File: config.mk
export PLATFORM = sky130hd
export DESIGN_NAME = door_position_led_indicator
export DESIGN_NICKNAME = d
export VERILOG_FILES = /design/src/verilog/door_position_led_indicator.v
export VERILOG_INCLUDE_DIRS = /design/src /design/src/verilog
export SDC_FILE = /design/constraint.sdc
export NUM_CORES = 1
export LEC_CHECK = 0
export BUFFER_PORTS_ARGS = -buffer_cell sky130_fd_sc_hd__buf_2
export CORE_ASPECT_RATIO = 1.1
export CORE_MARGIN = 1.5
export CORE_UTILIZATION = 39
export CTS_CLUSTER_DIAMETER = 40
export DETAILED_ROUTE_END_ITERATION = 16
export GPL_ROUTABILITY_DRIVEN = 0
export PLACE_DENSITY = 0.58
export SYNTH_ARGS = -nofsm -noshare
export SYNTH_HDL_FRONTEND = slang
export SYNTH_SLANG_ARGS = --single-unit
File: constraint.sdc
create_clock -name REF_CLK -period 4.26 [get_ports REF_CLK]
set_input_delay 0.213 -clock REF_CLK [delete_from_list [all_inputs] [get_ports REF_CLK]]
set_output_delay 0.213 -clock REF_CLK [all_outputs]
set_load 0.005 [all_outputs]
File: src/verilog/door_lamp_map.vh
`ifndef DOOR_LAMP_MAP_VH
`define DOOR_LAMP_MAP_VH

// -----------------------------------------------------------------
// timebase
// -----------------------------------------------------------------
`define CLK_KHZ          32'd100000

// -----------------------------------------------------------------
// times in milliseconds
// -----------------------------------------------------------------
`define POS_DEB_MS       32'd500
`define PB_DEB_MS        32'd26
`define LAMP_TEST_MS     32'd500
`define CTRL_PULSE_MS    32'd500
`define ALT_TIME_MS      32'd30000
`define FLASH_HALF_MS    32'd250

// -----------------------------------------------------------------
// derived cycle counts (all fit an unsigned 32-bit word)
// -----------------------------------------------------------------
`define POS_DEB_CYC      (`POS_DEB_MS * `CLK_KHZ)
`define PB_DEB_CYC       (`PB_DEB_MS * `CLK_KHZ)
`define LAMP_TEST_CYC    (`LAMP_TEST_MS * `CLK_KHZ)
`define CTRL_PULSE_CYC   (`CTRL_PULSE_MS * `CLK_KHZ)
`define ALT_TIME_CYC     (`ALT_TIME_MS * `CLK_KHZ)
`define FLASH_HALF_CYC   (`FLASH_HALF_MS * `CLK_KHZ)

// -----------------------------------------------------------------
// input bit positions inside the sampled input vector
// -----------------------------------------------------------------
`define IN_SHUT          0
`define IN_FULL          1
`define IN_BUTTON        2
`define IN_COUNT         3

`endif

File: src/verilog/door_position_led_indicator.v
`timescale 1ns/1ps
`default_nettype none
`include "door_lamp_map.vh"

module door_position_led_indicator #(
  parameter [31:0] POS_DEB_CYCLES   = `POS_DEB_CYC,
  parameter [31:0] PB_DEB_CYCLES    = `PB_DEB_CYC,
  parameter [31:0] LAMP_TEST_CYCLES = `LAMP_TEST_CYC,
  parameter [31:0] PULSE_CYCLES     = `CTRL_PULSE_CYC,
  parameter [31:0] ALT_CYCLES       = `ALT_TIME_CYC,
  parameter [31:0] FLASH_CYCLES     = `FLASH_HALF_CYC
) (
  input  wire REF_CLK,
  input  wire SYS_RST,
  input  wire CLK_EN,
  input  wire DOOR_SHUT_SENSE,
  input  wire DOOR_FULL_SENSE,
  input  wire PUSH_BUTTON_IN,
  output wire RED_LAMP_OUT,
  output wire GREEN_LAMP_OUT,
  output wire CONTROL_OUT
);

  // -----------------------------------------------------------------
  // state codes
  // -----------------------------------------------------------------
  localparam [2:0] ST_TEST_RED   = 3'h1;
  localparam [2:0] ST_TEST_GREEN = 3'h2;
  localparam [2:0] ST_RUN        = 3'h4;

  // -----------------------------------------------------------------
  // helpers
  // -----------------------------------------------------------------
  // true on the last cycle of an interval of lim cycles
  function expired;
    input [31:0] cnt;
    input [31:0] lim;
    begin
      expired = ((cnt + 32'h1) >= lim);
    end
  endfunction

  // -----------------------------------------------------------------
  // input synchronisers
  // -----------------------------------------------------------------
  wire [`IN_COUNT-1:0] raw_in;
  reg  [`IN_COUNT-1:0] sync1_q;
  reg  [`IN_COUNT-1:0] sync2_q;
  wire [`IN_COUNT-1:0] filt;

  assign raw_in = {PUSH_BUTTON_IN, DOOR_FULL_SENSE, DOOR_SHUT_SENSE};

  // pins are asynchronous; second stage is the only reader of the first
  always @(posedge REF_CLK) begin
    if (SYS_RST) begin
      sync1_q <= 3'h7;
      sync2_q <= 3'h7;
    end else if (CLK_EN) begin
      sync1_q <= raw_in;
      sync2_q <= sync1_q;
    end
  end

  // -----------------------------------------------------------------
  // hold-time debouncers
  // -----------------------------------------------------------------
  genvar gi;
  generate
    for (gi = 0; gi < `IN_COUNT; gi = gi + 1) begin : g_deb
      localparam [31:0] LIM = (gi == `IN_BUTTON) ? PB_DEB_CYCLES : POS_DEB_CYCLES;
      reg        filt_q;
      reg [31:0] cnt_q;
      // any return to the filtered level restarts the hold count, so a
      // bouncing contact never accumulates toward a change
      always @(posedge REF_CLK) begin
        if (SYS_RST) begin
          filt_q <= 1'b1;                       // pullup level
          cnt_q  <= 32'h0;
        end else if (CLK_EN) begin
          if (sync2_q[gi] == filt_q) begin
            cnt_q <= 32'h0;
          end else if (expired(cnt_q, LIM)) begin
            filt_q <= sync2_q[gi];
            cnt_q  <= 32'h0;
          end else begin
            cnt_q <= cnt_q + 32'h1;
          end
        end
      end
      assign filt[gi] = filt_q;
    end
  endgenerate

  wire shut_f   = filt[`IN_SHUT];
  wire full_f   = filt[`IN_FULL];
  wire button_f = filt[`IN_BUTTON];

  // -----------------------------------------------------------------
  // control pulse
  // -----------------------------------------------------------------
  reg        button_prev_q;
  reg        pulse_q;
  reg [31:0] pulse_cnt_q;
  wire       press_edge;
  wire       press_active;

  // only the high-to-low edge of the filtered button fires; a held
  // button gives no further edges, which is the stuck-button guard
  assign press_edge   = button_prev_q & ~button_f;
  assign press_active = ~button_f | pulse_q;

  always @(posedge REF_CLK) begin
    if (SYS_RST) begin
      button_prev_q <= 1'b1;
      pulse_q       <= 1'b0;
      pulse_cnt_q   <= 32'h0;
    end else if (CLK_EN) begin
      button_prev_q <= button_f;
      if (pulse_q) begin
        // width is fixed by the counter alone, not by the button
        if (expired(pulse_cnt_q, PULSE_CYCLES)) begin
          pulse_q     <= 1'b0;
          pulse_cnt_q <= 32'h0;
        end else begin
          pulse_cnt_q <= pulse_cnt_q + 32'h1;
        end
      end else if (press_edge) begin
        pulse_q     <= 1'b1;
        pulse_cnt_q <= 32'h0;
      end
    end
  end

  // -----------------------------------------------------------------
  // alternating indication timers
  // -----------------------------------------------------------------
  wire       both_high;
  reg        both_prev_q;
  reg        alt_done_q;
  reg        flash_q;
  reg [31:0] alt_cnt_q;
  reg [31:0] flash_cnt_q;

  assign both_high = shut_f & full_f;

  // a fresh entry into the both-high case restarts the 30 s window
  always @(posedge REF_CLK) begin
    if (SYS_RST) begin
      both_prev_q <= 1'b0;
      alt_done_q  <= 1'b0;
      flash_q     <= 1'b0;
      alt_cnt_q   <= 32'h0;
      flash_cnt_q <= 32'h0;
    end else if (CLK_EN) begin
      both_prev_q <= both_high;
      if (both_high & ~both_prev_q) begin
        alt_done_q  <= 1'b0;
        flash_q     <= 1'b0;
        alt_cnt_q   <= 32'h0;
        flash_cnt_q <= 32'h0;
      end else if (both_high & ~alt_done_q) begin
        if (expired(alt_cnt_q, ALT_CYCLES)) begin
          alt_done_q <= 1'b1;
        end
        alt_cnt_q <= alt_cnt_q + 32'h1;
        if (expired(flash_cnt_q, FLASH_CYCLES)) begin
          flash_q     <= ~flash_q;
          flash_cnt_q <= 32'h0;
        end else begin
          flash_cnt_q <= flash_cnt_q + 32'h1;
        end
      end
    end
  end

  // -----------------------------------------------------------------
  // position decode
  // -----------------------------------------------------------------
  reg pos_red_d;
  reg pos_green_d;

  // shut-low is tested first so the both-low case stays green only
  always @* begin
    pos_red_d   = 1'b0;
    pos_green_d = 1'b0;
    if (~shut_f) begin
      pos_green_d = 1'b1;
    end else if (~full_f) begin
      pos_red_d = 1'b1;
    end else if (alt_done_q) begin
      pos_red_d = 1'b1;
    end else begin
      pos_red_d   = ~flash_q;
      pos_green_d = flash_q;
    end
  end

  reg pos_red_q;
  reg pos_green_q;

  // held while a press is active so the lamp pair does not move
  always @(posedge REF_CLK) begin
    if (SYS_RST) begin
      pos_red_q   <= 1'b0;
      pos_green_q <= 1'b0;
    end else if (CLK_EN) begin
      if (~press_active) begin
        pos_red_q   <= pos_red_d;
        pos_green_q <= pos_green_d;
      end
    end
  end

  // -----------------------------------------------------------------
  // lamp test sequencer
  // -----------------------------------------------------------------
  reg [2:0]  state_q;
  reg [2:0]  state_d;
  reg [31:0] test_cnt_q;
  wire       test_end;

  assign test_end = expired(test_cnt_q, LAMP_TEST_CYCLES);

  always @* begin
    case (state_q)
      ST_TEST_RED:   state_d = test_end ? ST_TEST_GREEN : ST_TEST_RED;
      ST_TEST_GREEN: state_d = test_end ? ST_RUN : ST_TEST_GREEN;
      ST_RUN:        state_d = ST_RUN;
      default:       state_d = ST_TEST_RED;
    endcase
  end

  always @(posedge REF_CLK) begin
    if (SYS_RST) begin
      state_q    <= ST_TEST_RED;
      test_cnt_q <= 32'h0;
    end else if (CLK_EN) begin
      state_q <= state_d;
      if (state_q == ST_RUN || test_end) begin
        test_cnt_q <= 32'h0;
      end else begin
        test_cnt_q <= test_cnt_q + 32'h1;
      end
    end
  end

  // -----------------------------------------------------------------
  // lamp outputs
  // -----------------------------------------------------------------
  reg red_q;
  reg green_q;
  reg red_d;
  reg green_d;

  // every branch drives at most one lamp, so the pair never both glow
  always @* begin
    case (state_q)
      ST_TEST_RED: begin
        red_d   = 1'b1;
        green_d = 1'b0;
      end
      ST_TEST_GREEN: begin
        red_d   = 1'b0;
        green_d = 1'b1;
      end
      ST_RUN: begin
        if (press_active) begin
          red_d   = 1'b1;
          green_d = 1'b0;
        end else begin
          red_d   = pos_red_q & ~pos_green_q;
          green_d = pos_green_q;
        end
      end
      default: begin
        red_d   = 1'b0;
        green_d = 1'b0;
      end
    endcase
  end

  // registered so the lamp pins never glitch between phases
  always @(posedge REF_CLK) begin
    if (SYS_RST) begin
      red_q   <= 1'b0;
      green_q <= 1'b0;
    end else if (CLK_EN) begin
      red_q   <= red_d;
      green_q <= green_d;
    end
  end

  assign RED_LAMP_OUT   = red_q;
  assign GREEN_LAMP_OUT = green_q;
  assign CONTROL_OUT    = pulse_q;

endmodule // door_position_led_indicator

`default_nettype wire

# Yosys cells after proc, flatten, opt, wreduce, memory -nomap -nowiden
# Cells that the tools add are included.
[word_totals] wordCells=107 ff_bits=245 in_bits=6 output_inout_bits=3
[classes] bitwise_logic=15 addsub=7 reduce_logical=13 n_eq_ne=6 n_lt_le_gt_ge=7 muxes=37
[ops] op="$mux W32" n=15
[ops] op="$add A32 B1 Y32 const B" n=7
[ops] op="$ge A32 B26 Y1 const B" n=4
[ops] op="$ge A32 B22 Y1 const B" n=1
[ops] op="$ge A32 B25 Y1 const B" n=1
[ops] op="$ge A32 B32 Y1 const B" n=1
[ops] op="$mux W1" n=17
[ops] op="$reduce_and A3 Y1" n=5
[ops] op="$not A1 Y1" n=9
[ops] op="$pmux W3 S3" n=1
[ops] op="$reduce_bool A2 Y1" n=4
[ops] op="$reduce_and A2 Y1" n=3
[ops] op="$and A1 B1 Y1" n=5
[ops] op="$pmux W1 S2" n=2
[ops] op="$eq A1 B1 Y1" n=3
[ops] op="$eq A3 B1 Y1 const B" n=1
[ops] op="$eq A3 B2 Y1 const B" n=1
[ops] op="$eq A3 B3 Y1 const B" n=1
[ops] op="$mux W3" n=1
[ops] op="$mux W2" n=1
[ops] op="$logic_or A1 B1 Y1" n=1
[ops] op="$or A1 B1 Y1" n=1

# Logic depth before layout (Yosys ltp)
# Gate-level depths: netlist (run 1).
[logic_depth] ltp_word=5 mapped_depth=12 ltp_nobuf=9

# Worst setup path after synthesis (run 1)
# No wires, ideal clock.
[synth_timing] path_kind="register to register" startpoint="register test_cnt_q[0]" endpoint="register test_cnt_q[12]" setup_time_ns=0.074 synth_period_minus_slack_ns=2.891 n_path_buf=3 t_required_ns=4.186 t_arrival_ns=2.817 stages_incl_launch_ff=13 slack_ns=1.369 cell_sequence="dfxtp_1 > ha_1 > clkbuf_1 > inv_1 > or4_1 > nor2_1 > nand4_1 > a32o_1 > a2111oi_2 > buf_4 > buf_4 > nand2_1 > a31oi_1"
[synth_between] elab_chain_len=4
[synth_lines] element="start: declaration" line_no="door_position_led_indicator.v:219" text="reg [31:0] test_cnt_q;"
[synth_lines] element="start signal: assignment" line_no="door_position_led_indicator.v:242" text="test_cnt_q <= test_cnt_q + 32'h1;"
[synth_lines] element="$add A32 B1 Y32 (*)" line_no="door_position_led_indicator.v:39, door_position_led_indicator.v:242"
[synth_lines] element="$ge A32 B26 Y1" line_no="door_position_led_indicator.v:39" text="expired = ((cnt + 32'h1) >= lim);"
[synth_lines] element="$logic_or A1 B1 Y1" line_no="door_position_led_indicator.v:239" text="if (state_q == ST_RUN || test_end) begin"
[synth_lines] element="$mux W32 (*)" line_no="door_position_led_indicator.v:239"
# Every way passes the cells marked *; elsewhere a longest branch is shown, timed or not.
# A chain may end at the register's enable or synchronous reset.

# Worst setup path after layout (run 1)
[layout_timing] startpoint="register g_deb[0].cnt_q[0]" endpoint="register g_deb[0].cnt_q[10]"
[layout_between] elab_chain_len=4
[layout_lines] element="start: declaration" line_no="door_position_led_indicator.v:72" text="reg [31:0] cnt_q;"
[layout_lines] element="start signal: assignment" line_no="door_position_led_indicator.v:86" text="cnt_q <= cnt_q + 32'h1;"
[layout_lines] element="$add A32 B1 Y32 (*)" line_no="door_position_led_indicator.v:39, door_position_led_indicator.v:86"
[layout_lines] element="$ge A32 B26 Y1" line_no="door_position_led_indicator.v:39"
[layout_lines] element="$mux W32 (*)" line_no="door_position_led_indicator.v:82" text="end else if (expired(cnt_q, LIM)) begin"
[layout_lines] element="$mux W32 (*)" line_no="door_position_led_indicator.v:80" text="if (sync2_q[gi] == filt_q) begin"
# Marks and branches as above.

==> impl_metrics.json, run 1 <==
{
  "setup-tns-final_ps": 0,
  "drc": 0,
  "final-hold-violation-count": 0,
  "tightest_slew_ps": 964,
  "synth_cell_type_count": 82,
  "drv_cap": 0,
  "dieArea_mm2": 0.0389,
  "drtAntennaViolNets": 0,
  "clkTransAtPathRegs_ps": 50,
  "worstSkewPairLatency_ps": 570,
  "maxSlewViolCount": 0,
  "fin_crit_sh_pct": 83.1,
  "ff2ff_setup_slack_ps": 720,
  "worstPathMaxFanout": 11,
  "setup_viol": 0,
  "yosys_warnings": 0,
  "syn_to_final_growth_pct": 13.6,
  "synth_ff_type": "dfxtp_1",
  "nFillCells": 3702,
  "clkPwrFrac_pct": 59.5,
  "p_leak_nw": 5.68,
  "power.density_mw_per_mm2": 365,
  "grt.busiest_layer": "met2",
  "slowest_delay_ps": 790,
  "die_w_um": 188,
  "status": "complete, no violations",
  "cts_root_buffer": "clkbuf_16",
  "cp_cell_sequence": "ha_1 > nand4_1 > nor4_1 > nand3_1 > nor3_1 > o22ai_1 > a2111oi_4 > nand2_1 > o211ai_1",
  "clockBufferDepth": 3,
  "initial_core_util_pct": 39.6,
  "layout.nets": 1931,
  "grt_util_met2_pct": 32.1,
  "grt_usage_pct": 19.0,
  "p_comb_share_pct": 2.5,
  "final_common_cell": "dfxtp_1",
  "synth.avg_cell_area_um2": 7.53,
  "grt_pass1_wl_mm": 62.6,
  "final_cells": 2445,
  "crit_arrival_ps": 4020,
  "antenna_found_initial": 0,
  "htree_levels": 2,
  "grt_max_degree": 51,
  "n_antenna_cell": 0,
  "synth_edf_count": 0,
  "met1_usage_pct": 24.6,
  "core_mm2": 0.0371,
  "syn_inst": 1954,
  "vias_per_cell": 5.72,
  "wl_per_cell_um": 14.9,
  "cts_tree": "built",
  "ys_async_sr_fraction_pct": 0,
  "final_cell_mix": "245 x dfxtp_1, 239 x nand2_1, 165 x nor2_1, 157 x nand3_1, 100 x nor3_1",
  "cp_slowest_cell": "a2111oi_4",
  "power_mw": 6.09,
  "end_kind": "register",
  "rsz0062_at_grt": "no",
  "swShare_pct": 23.4,
  "rows": 74,
  "max_freq_ghz": 0.282,
  "hp-class": "in -> reg",
  "post_cts_buffers": 0,
  "period_minus_slack_ps": 3540,
  "netlist_area_mm2": 0.0147,
  "drt_wl_total_mm": 36.5,
  "seqPwrFrac_pct": 38.0,
  "via_count": 14000,
  "peakVddDrop_mv": 0.365,
  "drtIter0Drc": 891,
  "io_buffers": 8,
  "synth_nets": 1967,
  "boundaryPins": 9,
  "p_int_mw": 4.67,
  "yosysSeqAreaShare_pct": 33.4,
  "p_sw_mw": 1.42,
  "critPathRequiredTime_ps": 4740,
  "crit_type": "reg -> reg",
  "grtUsageMet3_pct": 3.43,
  "numCtsBuffers": 45,
  "synth_seq_cells": 245,
  "placedCellCount": 2362,
  "startpoint_type": "register",
  "drtPass1Iterations": 6,
  "drive_above_1_share_pct": 8.20,
  "clock_skew_ps": 19.2,
  "cts.sinks": 245,
  "grt_overflow": 0,
  "grt_pass1_vias": 12800,
  "chipHeight_um": 207,
  "hpwl_mm": 24.3,
  "slew_headroom_pct": 35.1
}
synth_stat cells, drive strengths merged (5+ instances only):
cell type	count	area, µm²
a21oi	72	364
or3	20	125
nor2	166	623
ha	7	87.6
xor2	59	517
nand2b	10	62.6
nand3b	6	45.0
a31oi	38	238
and4b	5	50.1
mux2i	18	180
or4	15	116
buf	24	145
and3	46	288
nand3	159	806
dfxtp	245	4900
nand4b	14	123
inv	37	139
o21a	6	45.0
clkbuf	105	395
o21ai	86	453
nor3b	8	60.1
a311oi	9	78.8
a22oi	14	105
nand4	90	563
a2111oi	7	86.3
nor4	41	269
o211ai	29	218
nand2	239	897
o41ai	5	43.8
and4	21	184
a22o	5	43.8
and2	66	413
or2	11	68.8
a41oi	9	78.8
a211oi	19	153
o2111ai	12	105
o22ai	9	56.3
nor3	102	527
nor2b	13	81.3
xnor2	49	429
a32oi	10	87.6
power by group through the flow:
| stage | Combinational (mW) | Sequential [mW] | Clock, mW |
|---|---|---|---|
| after detailed placement | 0.150 | 2.36 | 0 |
| final | 0.150 | 2.31 | 3.63 |
| after CTS | 0.153 | 2.31 | 3.72 |
| after global placement | 0.149 | 2.36 | 0 |
| after floorplan | 0.100 | 2.36 | 0 |
| after global routing | 0.167 | 2.31 | 3.82 |
worst max-delay path, delay by kind of cell (launching register included):
kind            cells  cell delay, ps
fa+ha+maj           1             240
simple gates        5            1640
flops               1             380
compound gates      3            1200
worst paths after layout:
kind	cells after the start	startpoint	to
worst max-delay path	9	g_deb[0].cnt_q[0]	g_deb[0].cnt_q[10]
worst min-delay path	2	SYS_RST	GREEN_LAMP_OUT
worst max register to register	9	g_deb[0].cnt_q[0]	g_deb[0].cnt_q[10]
worst min register to register	2	g_deb[1].cnt_q[26]	g_deb[1].cnt_q[26]
sequential cells by signal (all words and copies together) (netlist names), 3 cells and up:
name,count
g_deb.cnt_q,96
state_q,3
sync2_q,3
alt_cnt_q,32
flash_cnt_q,32
pulse_cnt_q,32
test_cnt_q,32
sync1_q,3
per-stage QoR:
step	setup WS [ps]	utilization, %	cell area [µm²]	hold slack, ps
2_1_floorplan	1370	-	14700	341
3_3_place_gp	868	40.8	15100	446
3_5_place_dp	725	40.8	15100	451
4_1_cts	730	45.0	16700	103
5_1_grt	315	45.0	16700	149
6_report	719	45.0	16700	128
per-layer routing:
layer | vias up | wire (µm)
met5 | - | 0
met4 | 0 | 732
met3 | 53 | 1300
met2 | 202 | 17000
met1 | 6588 | 17500
li1 | 7141 | -
kinds of logic (layout without fill, tap and decap cells):
logic type | count (synthesis) | after routing | synth area share, %
adder cells (fa/ha/maj) | 7 | 7 | 0.596
AND/OR/NAND/NOR | 1041 | 1041 | 36.7
buffers and inverters | 166 | 163 | 4.62
XOR/XNOR | 108 | 108 | 6.43
flip-flops | 245 | 245 | 33.4
AO/OA/AOI/OAI | 368 | 368 | 17.0
multiplexers | 19 | 19 | 1.30
area by class of cell:
class                      instances  area, µm²  area share, %
clock inverter                    27        302           1.81
timing repair buffer              46        360           2.16
inverter                          37        139          0.832
multi-input combinational       1543       9150           54.8
sequential                       245       4900           29.4
clock buffer                      53       1230           7.36
tap                              494        618           3.70
repair_timing:
action / CTS / global route
endpoints found under the hold margin: 3 / 0
hold buffers: 3 / 0
gates resized for setup: 0 / 0
(Power assumes the default switching activity.)
==> run 2, diff against run 1 <==
Clock period 4.26 ns to 3.34 ns, I/O delays scaled along.
==> run 2 against run 1 <==
  * Clock skew grew 7.1 ps
  * Clock power is 31% higher
  * Register-to-register slack got worse by 460 ps
  * Maximum frequency grew 15%
  * Critical path type unchanged
  * Largest cell class unchanged
  * Routed wire length increased by 1.6%
  * Clock-buffer cell count grew 4
  * Sequential power is 28% higher
==> impl_metrics.json, run 2 (synthesis gave the netlist of run 1 again) <==
{
  "drtPass1Iterations": 5,
  "clockBufferDepth": 3,
  "status": "complete, no violations",
  "antenna_found_initial": 0,
  "grt_usage_pct": 18.8,
  "crit_arrival_ps": 3540,
  "grt_pass1_vias": 12900,
  "worstSkewPairLatency_ps": 570,
  "syn_to_final_growth_pct": 15.5,
  "die_w_um": 188,
  "drv_cap": 0,
  "holdPathEnd": "RED_LAMP_OUT",
  "io_buffers": 8,
  "final_area_mm2": 0.0170,
  "numCtsBuffers": 45,
  "post-place-ws_ps": -227,
  "drive_above_1_share_pct": 9.82,
  "maxSlewViolCount": 0,
  "final-hold-violation-count": 0,
  "n_antenna_cell": 0,
  "clock_skew_ps": 26.3,
  "cts_tree": "built",
  "ff2ff_setup_slack_ps": 260,
  "slew_headroom_pct": 50.5,
  "fin_crit_sh_pct": 92.2,
  "final_common_cell": "dfxtp_1",
  "hold_depth": 2,
  "nFillCells": 3611,
  "power_mw": 7.92,
  "reg2reg_depth": 8,
  "critPathRequiredTime_ps": 3800,
  "core_mm2": 0.0371,
  "vias_per_cell": 5.69,
  "largest_reg_flops": 96,
  "boundaryPins": 9,
  "grt_overflow": 0,
  "initial_core_util_pct": 39.6,
  "via_count": 14100,
  "max_freq_ghz": 0.325,
  "placed_cell_area_mm2": 0.0153,
  "wl_per_cell_um": 15.0,
  "grt_max_degree": 50,
  "drtAntennaViolNets": 0,
  "power.density_mw_per_mm2": 466,
  "drtIter0Drc": 886,
  "drt_wl_total_mm": 37.1,
  "hp-start": "SYS_RST",
  "hpwl_mm": 24.4,
  "worst_slack_ps": 259,
  "peakVddDrop_mv": 0.405,
  "drc": 0,
  "dieArea_mm2": 0.0389,
  "r2r-end": "test_cnt_q[24]",
  "hp-class": "in -> reg",
  "clkTransAtPathRegs_ps": 60,
  "startpoint_type": "register",
  "chipHeight_um": 207,
  "cts.sinks": 245,
  "r2r-start": "test_cnt_q[2]",
  "worstPathMaxFanout": 12,
  "setup_viol": 0,
  "top_register": "g_deb.cnt_q",
  "layout.nets": 1961,
  "crit_type": "reg -> reg",
  "period_minus_slack_ps": 3080,
  "htree_levels": 2,
  "final_cell_mix": "245 x dfxtp_1, 239 x nand2_1, 165 x nor2_1, 157 x nand3_1, 100 x nor3_1",
  "rsz0062_at_grt": "no",
  "grt_pass1_wl_mm": 62.3,
  "p_leak_nw": 5.88,
  "tightest_slew_ps": 738,
  "cts_root_buffer": "clkbuf_16",
  "rows": 74,
  "end_kind": "register"
}
## run 2: cell type report
| class | instances | area, µm² | share of cell area (%) |
|---|---|---|---|
| clock buffers | 57 | 1270 | 7.50 |
| clock inverters | 27 | 308 | 1.81 |
| inverters | 37 | 139 | 0.818 |
| multi-input cells | 1543 | 9170 | 54.0 |
| flip-flops and latches | 245 | 4900 | 28.9 |
| well taps | 494 | 618 | 3.64 |
| repair buffers | 76 | 573 | 3.37 |
## run 2: worst max path at each step
stage	startpoint	end	slack, ps	cells after the start
after floorplan	test_cnt_q[0]	test_cnt_q[12]	450	12
after global placement	g_deb[2].cnt_q[12]	g_deb[2].cnt_q[3]	-150	8
after detailed placement	g_deb[2].cnt_q[0]	g_deb[2].cnt_q[5]	-230	9
after CTS	g_deb[2].cnt_q[0]	g_deb[2].cnt_q[5]	160	11
after global routing	test_cnt_q[0]	test_cnt_q[24]	30	9
final	test_cnt_q[2]	test_cnt_q[24]	260	8
## run 2: what timing repair did
action	4_1_cts	5_1_grt
setup buffers	1	0
pin swaps	1	0
hold buffers	3	0
gates resized for setup	0	5
endpoints found under the hold margin	3	0
setup endpoints to repair	12	22
## run 2: through the flow
stage	setup TNS (ps)	hold slack, ps	utilization (%)	std cells
finish	0	44.2	45.7	2479
detailed placement	-2190	418	41.3	2391
floorplan	0	295	-	1954
CTS	0	21.5	45.7	2479
global route	0	49.2	45.7	2479
global placement	-1490	415	41.3	2391
## run 2: worst max-delay path, stage by stage (launching register included)
cell and delay [ps]:
dfxtp_1 420, nand4_1 450, or4_1 630, nor2_1 140, nand4_1 110, a32o_1 350
a211oi_4 400, nand3_1 220, o41ai_1 250
## run 2: routing by layer
metal,part of all wire [%],vias up,global-route usage [%]
li1,-,7201,-
met3,4.3,58,3.18
met2,46,225,32.0
met4,2.1,0,6.57
met1,48,6612,23.9
met5,0,-,0
## run 2: where the power goes
group	internal, mW	leakage (nW)	total (mW)	switching (mW)
sequential	2.94	1.98	2.95	0.0121
combinational	0.0549	3.12	0.202	0.147
clock	3.06	0.779	4.77	1.71
